**config.mk**
```make
export PLATFORM = sky130hd
export DESIGN_NAME = usec_timer
export DESIGN_NICKNAME = d
export VERILOG_FILES = /design/src/logic/alarm_compare.v /design/src/logic/usec_timer.v
export VERILOG_INCLUDE_DIRS = /design/src /design/src/common
export SDC_FILE = /design/constraint.sdc
export NUM_CORES = 1
export LEC_CHECK = 0
export ABC_AREA = 0
export BUFFER_PORTS_ARGS = -buffer_cell sky130_fd_sc_hd__buf_2
export CELL_PAD_IN_SITES_DETAIL_PLACEMENT = 1
export CELL_PAD_IN_SITES_GLOBAL_PLACEMENT = 1
export CORE_UTILIZATION = 42
export CTS_CLUSTER_SIZE = 20
export DETAILED_ROUTE_END_ITERATION = 12
export PLACE_DENSITY_LB_ADDON = 0.1
export SLEW_MARGIN = 40
export SYNTH_ARGS = -nofsm -noshare
export SYNTH_HDL_FRONTEND = slang
export SYNTH_SLANG_ARGS = --single-unit
```
**constraint.sdc**
```tcl
create_clock -name mclk -period 2.4 [get_ports mclk]
set_input_delay 0.48 -clock mclk [delete_from_list [all_inputs] [get_ports mclk]]
set_output_delay 0.48 -clock mclk [all_outputs]
set_load 0.05 [all_outputs]
```
**src/common/usec_timer_defines.vh**
```
// Purpose: Register map, field positions and reset values of the microsecond timer.
// Assumes: Byte addresses on a 32-bit Avalon-MM slave, one word per register.
// Notes: Definitions only.
`ifndef USEC_TIMER_DEFINES_VH
`define USEC_TIMER_DEFINES_VH

// ==========================================================================
// Register byte offsets
// ==========================================================================
`define OFS_TIME_SET_HIGH 7'h00
`define OFS_TIME_SET_LOW 7'h04
`define OFS_TIME_LATCHED_HIGH 7'h08
`define OFS_TIME_LATCHED_LOW 7'h0C
`define OFS_COMPARE_TARGET_0 7'h10
`define OFS_COMPARE_TARGET_1 7'h14
`define OFS_COMPARE_TARGET_2 7'h18
`define OFS_COMPARE_TARGET_3 7'h1C
`define OFS_ARMED_FLAGS 7'h20
`define OFS_TIME_LIVE_HIGH 7'h24
`define OFS_TIME_LIVE_LOW 7'h28
`define OFS_DEBUG_HALT_SELECT 7'h2C
`define OFS_SOFTWARE_HALT 7'h30
`define OFS_IRQ_RAW 7'h34
`define OFS_IRQ_ENABLE 7'h38
`define OFS_IRQ_FORCE 7'h3C
`define OFS_IRQ_MASKED_STATUS 7'h40

// ==========================================================================
// Fields and reset values
// ==========================================================================
`define BIT_SOFTWARE_HALT 0
`define BIT_HALT_ON_CPU_ZERO_DEBUG 1
`define BIT_HALT_ON_CPU_ONE_DEBUG 2
`define RST_TIME 64'h0000000000000000
`define RST_WORD 32'h00000000
`define RST_FLAGS 4'h0
`define RST_DEBUG_HALT 2'h3
`define UNMAPPED_READ 32'h00000000

`endif

```
**src/logic/alarm_compare.v**
```verilog
// Purpose: One compare alarm: target register, armed flag and fire pulse.
// Assumes: Write strobes come from the register decoder on the same clock.
// Notes: Firing and disarming share one flag; a write that arms wins.
`timescale 1ns/1ps
`include "usec_timer_defines.vh"

module alarm_compare (
    input wire mclk, // System clock.
    input wire sys_rst, // Synchronous reset, active high.
    input wire target_write, // One-cycle strobe writing the target.
    input wire [31:0] write_data, // Target value to store.
    input wire disarm, // One-cycle strobe disarming without firing.
    input wire [31:0] count_low, // Lower word of the live count.
    output reg [31:0] target, // Stored compare target.
    output reg armed, // Alarm is armed.
    output wire fire // One-cycle pulse when the alarm fires.
);

    // Fires in any cycle the armed target matches, even if the count is halted.
    assign fire = armed && (target == count_low);

    always @(posedge mclk) begin
        if (sys_rst) begin
            target <= `RST_WORD;
            armed <= 1'b0;
        end else if (target_write) begin
            target <= write_data;
            armed <= 1'b1;
        end else if (disarm || fire) begin
            armed <= 1'b0;
        end
    end

endmodule // alarm_compare

```
**src/logic/usec_timer.v**
```verilog
// Purpose: 64-bit microsecond time counter with four compare alarms on Avalon-MM.
// Assumes: tick is a one-cycle pulse on mclk from an external tick generator.
// Notes: Registers answer with one wait state; outputs come from flip-flops.
//
// Notes on behaviour
// - 64-bit count, two words, resets zero.
// - Low set word staged; high commits all.
// - Raw words read live, no side effects.
// - Four RW alarm targets, reset zero.
// - Target write stores and arms alarm.
// - Armed alarm fires on low-word match.
// - Firing disarms and sets raw interrupt.
// - Armed flags; write ones to disarm.
// - Software halt bit stops the count.
// - Debug halt per processor, reset one.
// - Status is raw and enable, or force.
// - Count advances one per reference tick.
//
// The Avalon-MM slave port was chosen for this implementation.
`timescale 1ns/1ps
`include "usec_timer_defines.vh"

module usec_timer #(
    parameter ALARMS = 4 // Number of compare alarms.
) (
    input wire mclk, // System clock, 40 MHz.
    input wire sys_rst, // Synchronous reset, active high.
    input wire tick, // Reference tick pulse, same clock domain.
    input wire cpu0_debug, // Processor 0 in debug mode, asynchronous.
    input wire cpu1_debug, // Processor 1 in debug mode, asynchronous.
    input wire [6:0] avs_address, // Byte address.
    input wire avs_read, // Read request.
    input wire avs_write, // Write request.
    input wire [31:0] avs_writedata, // Write data.
    input wire [3:0] avs_byteenable, // Byte enables.
    output reg [31:0] avs_readdata, // Read data.
    output reg avs_waitrequest, // Wait request.
    output reg [1:0] avs_response, // Response code, always OKAY.
    output reg [3:0] alarm_irq, // Per-alarm interrupt lines.
    output reg irq // Combined interrupt line.
);

    // ======================================================================
    // State
    // ======================================================================
    reg [63:0] count;
    reg [31:0] staged_low;
    reg [31:0] latched_high;
    reg [1:0] debug_halt_select;
    reg software_halt;
    reg [3:0] irq_raw;
    reg [3:0] irq_enable;
    reg [3:0] irq_force;
    reg [1:0] dbg_meta;
    reg [1:0] dbg_sync;
    reg accept;
    reg [31:0] next_readdata;
    wire [31:0] compare_target_0;
    wire [31:0] compare_target_1;
    wire [31:0] compare_target_2;
    wire [31:0] compare_target_3;
    wire [3:0] armed;
    wire [3:0] fire;
    wire [3:0] status;
    wire halted;
    wire wr;
    wire rd;
    wire wr_set_low;
    wire wr_set_high;
    wire [3:0] wr_target;
    wire wr_armed;
    wire wr_debug_halt;
    wire wr_software_halt;
    wire wr_irq_raw;
    wire wr_irq_enable;
    wire wr_irq_force;
    wire latch_sample;
    wire [3:0] disarm;
    wire [31:0] merged_target_0;
    wire [31:0] merged_target_1;
    wire [31:0] merged_target_2;
    wire [31:0] merged_target_3;
    reg [3:0] next_irq_raw;

    // Merges enabled bytes of a write over the current value.
    function [31:0] merge;
        input [31:0] old_value;
        input [31:0] new_value;
        input [3:0] lanes;
        integer i;
        begin
            merge = old_value;
            for (i = 0; i < 4; i = i + 1) begin
                if (lanes[i]) begin
                    merge[i*8 +: 8] = new_value[i*8 +: 8];
                end
            end
        end
    endfunction

    // Decodes a register offset into a strobe.
    function hit;
        input [6:0] addr;
        input [6:0] offset;
        begin
            hit = (addr == offset);
        end
    endfunction

    // ======================================================================
    // Bus handshake
    // ======================================================================
    // A request is taken on the second edge it is seen; waitrequest drops for that edge.
    always @(posedge mclk) begin
        if (sys_rst) begin
            accept <= 1'b0;
            avs_waitrequest <= 1'b1;
        end else begin
            accept <= (avs_read || avs_write) && !accept;
            avs_waitrequest <= !((avs_read || avs_write) && !accept);
        end
    end

    assign wr = avs_write && accept;
    assign rd = avs_read && accept;

    // ======================================================================
    // Register decode
    // ======================================================================
    // The narrow words keep every field in byte lane 0, so only that lane writes them.
    assign wr_set_low = wr && hit(avs_address, `OFS_TIME_SET_LOW);
    assign wr_set_high = wr && hit(avs_address, `OFS_TIME_SET_HIGH);
    assign wr_target[0] = wr && hit(avs_address, `OFS_COMPARE_TARGET_0);
    assign wr_target[1] = wr && hit(avs_address, `OFS_COMPARE_TARGET_1);
    assign wr_target[2] = wr && hit(avs_address, `OFS_COMPARE_TARGET_2);
    assign wr_target[3] = wr && hit(avs_address, `OFS_COMPARE_TARGET_3);
    assign wr_armed = wr && hit(avs_address, `OFS_ARMED_FLAGS) && avs_byteenable[0];
    assign wr_debug_halt = wr && hit(avs_address, `OFS_DEBUG_HALT_SELECT) && avs_byteenable[0];
    assign wr_software_halt = wr && hit(avs_address, `OFS_SOFTWARE_HALT) && avs_byteenable[0];
    assign wr_irq_raw = wr && hit(avs_address, `OFS_IRQ_RAW) && avs_byteenable[0];
    assign wr_irq_enable = wr && hit(avs_address, `OFS_IRQ_ENABLE) && avs_byteenable[0];
    assign wr_irq_force = wr && hit(avs_address, `OFS_IRQ_FORCE) && avs_byteenable[0];

    // The upper half is caught on the edge that registers the lower read data, so a
    // carry between the two edges of one transfer cannot split the pair.
    assign latch_sample = avs_read && !accept
        && hit(avs_address, `OFS_TIME_LATCHED_LOW);

    // Ones written to the armed word disarm the matching alarms without firing.
    assign disarm = wr_armed ? avs_writedata[3:0] : `RST_FLAGS;

    // Each target write merges the enabled byte lanes over the stored target.
    assign merged_target_0 = merge(compare_target_0, avs_writedata, avs_byteenable);
    assign merged_target_1 = merge(compare_target_1, avs_writedata, avs_byteenable);
    assign merged_target_2 = merge(compare_target_2, avs_writedata, avs_byteenable);
    assign merged_target_3 = merge(compare_target_3, avs_writedata, avs_byteenable);

    // ======================================================================
    // Debug synchroniser and count
    // ======================================================================
    always @(posedge mclk) begin
        if (sys_rst) begin
            dbg_meta <= 2'h0;
            dbg_sync <= 2'h0;
        end else begin
            dbg_meta <= {cpu1_debug, cpu0_debug};
            dbg_sync <= dbg_meta;
        end
    end

    assign halted = software_halt
        || (dbg_sync[1] && debug_halt_select[1])
        || (dbg_sync[0] && debug_halt_select[0]);

    always @(posedge mclk) begin
        if (sys_rst) begin
            count <= `RST_TIME;
            staged_low <= `RST_WORD;
        end else begin
            if (wr_set_low) begin
                staged_low <= merge(staged_low, avs_writedata, avs_byteenable);
            end
            if (wr_set_high) begin
                count <= {merge(count[63:32], avs_writedata, avs_byteenable), staged_low};
            end else if (tick && !halted) begin
                count <= count + 64'h0000000000000001;
            end
        end
    end

    // ======================================================================
    // Alarms
    // ======================================================================
    alarm_compare u_compare_target_0 (
        .mclk(mclk),
        .sys_rst(sys_rst),
        .target_write(wr_target[0]),
        .write_data(merged_target_0),
        .disarm(disarm[0]),
        .count_low(count[31:0]),
        .target(compare_target_0),
        .armed(armed[0]),
        .fire(fire[0])
    );

    alarm_compare u_compare_target_1 (
        .mclk(mclk),
        .sys_rst(sys_rst),
        .target_write(wr_target[1]),
        .write_data(merged_target_1),
        .disarm(disarm[1]),
        .count_low(count[31:0]),
        .target(compare_target_1),
        .armed(armed[1]),
        .fire(fire[1])
    );

    alarm_compare u_compare_target_2 (
        .mclk(mclk),
        .sys_rst(sys_rst),
        .target_write(wr_target[2]),
        .write_data(merged_target_2),
        .disarm(disarm[2]),
        .count_low(count[31:0]),
        .target(compare_target_2),
        .armed(armed[2]),
        .fire(fire[2])
    );

    alarm_compare u_compare_target_3 (
        .mclk(mclk),
        .sys_rst(sys_rst),
        .target_write(wr_target[3]),
        .write_data(merged_target_3),
        .disarm(disarm[3]),
        .count_low(count[31:0]),
        .target(compare_target_3),
        .armed(armed[3]),
        .fire(fire[3])
    );

    // ======================================================================
    // Control and interrupt registers
    // ======================================================================
    assign status = (irq_raw & irq_enable) | irq_force;

    // A fire in the clearing cycle keeps its raw bit set.
    always @* begin
        next_irq_raw = irq_raw | fire;
        if (wr_irq_raw) begin
            next_irq_raw = (irq_raw & ~avs_writedata[3:0]) | fire;
        end
    end

    always @(posedge mclk) begin
        if (sys_rst) begin
            debug_halt_select <= `RST_DEBUG_HALT;
            software_halt <= 1'b0;
            irq_raw <= `RST_FLAGS;
            irq_enable <= `RST_FLAGS;
            irq_force <= `RST_FLAGS;
        end else begin
            if (wr_debug_halt) begin
                debug_halt_select <= {avs_writedata[`BIT_HALT_ON_CPU_ONE_DEBUG],
                    avs_writedata[`BIT_HALT_ON_CPU_ZERO_DEBUG]};
            end
            if (wr_software_halt) begin
                software_halt <= avs_writedata[`BIT_SOFTWARE_HALT];
            end
            if (wr_irq_enable) begin
                irq_enable <= avs_writedata[3:0];
            end
            if (wr_irq_force) begin
                irq_force <= avs_writedata[3:0];
            end
            irq_raw <= next_irq_raw;
        end
    end

    // ======================================================================
    // Latched read of the count
    // ======================================================================
    always @(posedge mclk) begin
        if (sys_rst) begin
            latched_high <= `RST_WORD;
        end else if (latch_sample) begin
            latched_high <= count[63:32];
        end
    end

    // ======================================================================
    // Interrupt outputs
    // ======================================================================
    // Both lines are registered, so they trail the status word by one edge.
    always @(posedge mclk) begin
        if (sys_rst) begin
            alarm_irq <= `RST_FLAGS;
            irq <= 1'b0;
        end else begin
            alarm_irq <= status;
            irq <= |status;
        end
    end

    // ======================================================================
    // Read mux
    // ======================================================================
    always @* begin
        case (avs_address)
            `OFS_TIME_LATCHED_HIGH: next_readdata = latched_high;
            `OFS_TIME_LATCHED_LOW: next_readdata = count[31:0];
            `OFS_COMPARE_TARGET_0: next_readdata = compare_target_0;
            `OFS_COMPARE_TARGET_1: next_readdata = compare_target_1;
            `OFS_COMPARE_TARGET_2: next_readdata = compare_target_2;
            `OFS_COMPARE_TARGET_3: next_readdata = compare_target_3;
            `OFS_ARMED_FLAGS: next_readdata = {28'h0000000, armed};
            `OFS_TIME_LIVE_HIGH: next_readdata = count[63:32];
            `OFS_TIME_LIVE_LOW: next_readdata = count[31:0];
            `OFS_DEBUG_HALT_SELECT: next_readdata = {29'h00000000, debug_halt_select, 1'b0};
            `OFS_SOFTWARE_HALT: next_readdata = {31'h00000000, software_halt};
            `OFS_IRQ_RAW: next_readdata = {28'h0000000, irq_raw};
            `OFS_IRQ_ENABLE: next_readdata = {28'h0000000, irq_enable};
            `OFS_IRQ_FORCE: next_readdata = {28'h0000000, irq_force};
            `OFS_IRQ_MASKED_STATUS: next_readdata = {28'h0000000, status};
            default: next_readdata = `UNMAPPED_READ;
        endcase
    end

    // Read data is registered on the first cycle and stands at the accepting edge.
    always @(posedge mclk) begin
        if (sys_rst) begin
            avs_readdata <= `RST_WORD;
            avs_response <= 2'h0;
        end else begin
            avs_readdata <= next_readdata;
            avs_response <= 2'h0;
        end
    end

endmodule // usec_timer

```
==> results.cfg <==
[final_layout]
final_layout_size_suffix_gt1_frac = 0.2003
syn_to_final_growth_pct = 24.08
finalInstanceArea_mm2 = 0.01955
nNetsFinal = 2178

[power_and_ir_drop]
p_per_area_mw_per_mm2 = 602.8
p_leak_nw = 7.334
ir_drop_mv = 0.5005

[routing]
drtAntennaViolNets = 0
dr.first_iter.drc_count = 2138
vias_per_cell = 6.432
drt-wirelength-per-cell_um = 28.70
drt-total-wl_mm = 75.28
first_pass_iters = 7
vias = 16872
drc = 0

[critical_path]
timing.rr.end = count[62]
critical_path.endpoint = count[62]
worstSetupEndpointType = register
crit_required_ns = 2.82
r2r_cells = 7
crit_fanout = 7
reg2reg_slack_ns = -0.03
startpoint_type = register
worstSetupPathType = reg -> reg
cp.arrival_ns = 2.85
crit_path_start = count[35]
r2r_start = count[35]

[sta]
finalClockSkew_ns = 0.02794
worst_hold_slack_ns = 0.1242
slew_violations = 0
hold_viol_final = 0
tightestPinTransition_ns = 0.6214
rsz0062_at_grt = true
setup_violations = 1
layout_min_cycle_time_ns = 2.430
fmax_mhz = 411.5
layout_setup_ws_ns = -0.02995
slew_headroom = 0.5857
fin_crit_sh = 1.012

[cts]
numCtsBuffers = 37
clkTransAtPathRegs_ns = 0.06
h-tree-depth = 2
clk_latency_ns = 0.58
cts_tree = built
cts_sinks = 318
root_buffer = clkbuf_16
ctsLongestPathBuffers = 3

[placed_design]
hpwl_mm = 54.17
dpl_cell_area_mm2 = 0.01794
routabilityCongestion = 1.052
io_buffers = 87

[logic_synthesis]
synthArstFlopShare = 0
synth_cell_types = 68
avgSynthCellArea_um2 = 8.038
synth_edf_count = 0
ys_warn_count = 0
syn_inst = 1960
synth.ff_latch_count = 318
syn-cell-area_mm2 = 0.01575
ys_seq_area_frac = 0.4041
synth_ff_type = dfxtp_1

[die]
initial_core_util = 0.4283
core_area_mm2 = 0.03679
die_area_mm2 = 0.03829
die_h_um = 195.7
num_io_pins = 90
die_w_um = 195.7
rows = 70

[job]
drv_cap = 0

[global_routing]
antenna_found_initial = 4
track_usage = 0.3893
grt_pass1_vias = 16850
grt_overflow = 0
grt_pass1_wl_mm = 110.2
grt_max_degree = 94

[outcome]
violations = setup timing
outcome = finished with violations

[worst_hold_path]
hold_path.class = in -> reg
state kept, by name, indices dropped and copies added, names as in the netlist, 4 cells and up:
signal,cells
staged_low,32
u_compare_target_3.target,32
irq_enable,4
irq_force,4
irq_raw,4
count,64
latched_high,32
avs_readdata,32
u_compare_target_1.target,32
u_compare_target_2.target,32
alarm_irq,4
u_compare_target_0.target,32
cell usage in the layout, fill, tap and decap left out, types with 31 or more instances in the layout:
master | synthesis | routed
a211oi_1 | 39 | 38
a21oi_1 | 202 | 202
a222oi_1 | 31 | 31
a22oi_1 | 65 | 65
a31oi_1 | 37 | 37
buf_2 | 25 | 86
buf_4 | 11 | 180
clkbuf_16 | 0 | 39
dfxtp_1 | 318 | 309
mux2i_1 | 41 | 41
nand2_1 | 287 | 287
nand3_1 | 188 | 185
nand4_1 | 46 | 46
nor2_1 | 109 | 99
nor3_1 | 37 | 36
nor4_1 | 39 | 32
xnor2_1 | 50 | 50
xor2_1 | 107 | 107
worst max-delay path, cell delays in order, from the launching register on:
cell and delay, ns:
dfxtp_1 0.41, inv_1 0.18, nor4_2 0.46, nand4_1 0.16, buf_4 0.21, or4_1 0.51, mux2i_1 0.23, a221oi_2 0.10
through the flow:
stage	utilization	setup slack, ns	total power, mW	instances	TNS (ns)
2_1_floorplan	-	0.003728	5.703	1961	0
5_1_grt	0.5313	-0.07514	12.01	2622	-0.1394
6_report	0.5314	-0.02995	11.78	2623	-0.02995
3_5_place_dp	0.4878	-0.2300	6.041	2542	-0.9247
4_1_cts	0.5236	0.0007889	11.78	2608	0
3_3_place_gp	0.4878	-0.2078	6.036	2542	-0.5457
where the power goes:
group          switching [mW]  internal [mW]
sequential            0.00904           5.29
combinational           0.472          0.184
clock                    2.40           3.43
cell families after synthesis:
group	after synthesis	share of synthesized area
AND/OR/NAND/NOR	784	0.2383
flip-flops	318	0.4041
multiplexers	42	0.02676
buffers and inverters	200	0.05385
XOR/XNOR	157	0.08728
other	1	0.0002380
adder cells (fa/ha/maj)	1	0.0007941
AO/OA/AOI/OAI	457	0.1887
routing by layer:
metal	share of wire	track usage	up-vias	wire length (um)
li1	-	-	7440	-
met1	0.42	0.5052	8467	31390
met2	0.46	0.6265	776	34430
met3	0.076	0.06756	189	5726
met4	0.050	0.1895	0	3734
met5	0	0	-	0
cell usage after synthesis, types with 4 or more instances:
cell | n | area, um^2
a222oi_1 | 31 | 310.3
nor2b_1 | 8 | 50.05
a22oi_1 | 65 | 488.0
buf_2 | 25 | 125.1
xnor2_1 | 50 | 437.9
buf_1 | 7 | 26.28
and3_1 | 15 | 93.84
clkbuf_1 | 137 | 514.2
a211oi_1 | 39 | 292.8
nor2_1 | 109 | 409.1
a211o_1 | 4 | 35.03
or4_1 | 7 | 52.55
a21oi_1 | 202 | 1011
nand4_1 | 46 | 287.8
o21ai_0 | 20 | 100.1
and4_1 | 7 | 61.31
a221oi_1 | 10 | 87.58
mux2i_1 | 41 | 410.4
dfxtp_1 | 318 | 6366
nand3_1 | 188 | 940.9
a311oi_1 | 10 | 87.58
a22o_1 | 4 | 35.03
nor3_1 | 37 | 185.2
inv_1 | 15 | 56.30
nand2_1 | 287 | 1077
o21a_1 | 4 | 30.03
nor4_1 | 39 | 244.0
xor2_1 | 107 | 937.2
or3_1 | 10 | 62.56
nand3b_1 | 5 | 37.54
a31o_2 | 4 | 35.03
buf_4 | 11 | 82.58
a31oi_1 | 37 | 231.5
cell type report:
class                      instances  area [um^2]
antenna                            3        7.507
fill                            4380        17240
clock buffer                      54         1112
clock inverter                    10        108.9
tap                              468        585.6
inverter                          15        56.30
multi-input combinational       1443         8768
sequential                       318         6377
timing repair buffer             312         2531
how the worst min path moves through the flow:
stage                start           to  slack, ns  cells after the start
2_1_floorplan  dbg_meta[0]  dbg_sync[0]       0.41                      1
3_3_place_gp   dbg_meta[1]  dbg_sync[1]       0.42                      1
3_5_place_dp   dbg_meta[0]  dbg_sync[0]       0.43                      1
4_1_cts         cpu0_debug  dbg_meta[0]       0.12                      2
5_1_grt         cpu0_debug  dbg_meta[0]       0.15                      2
6_report        cpu0_debug  dbg_meta[0]       0.12                      2
timing repair:
action                     CTS  global route
hold buffers                 0             0
setup buffers                2            14
gates resized for setup     20            43
pin swaps                    2            16
setup endpoints to repair   14            24
No activity file was read; power rests on OpenSTA's default activity.
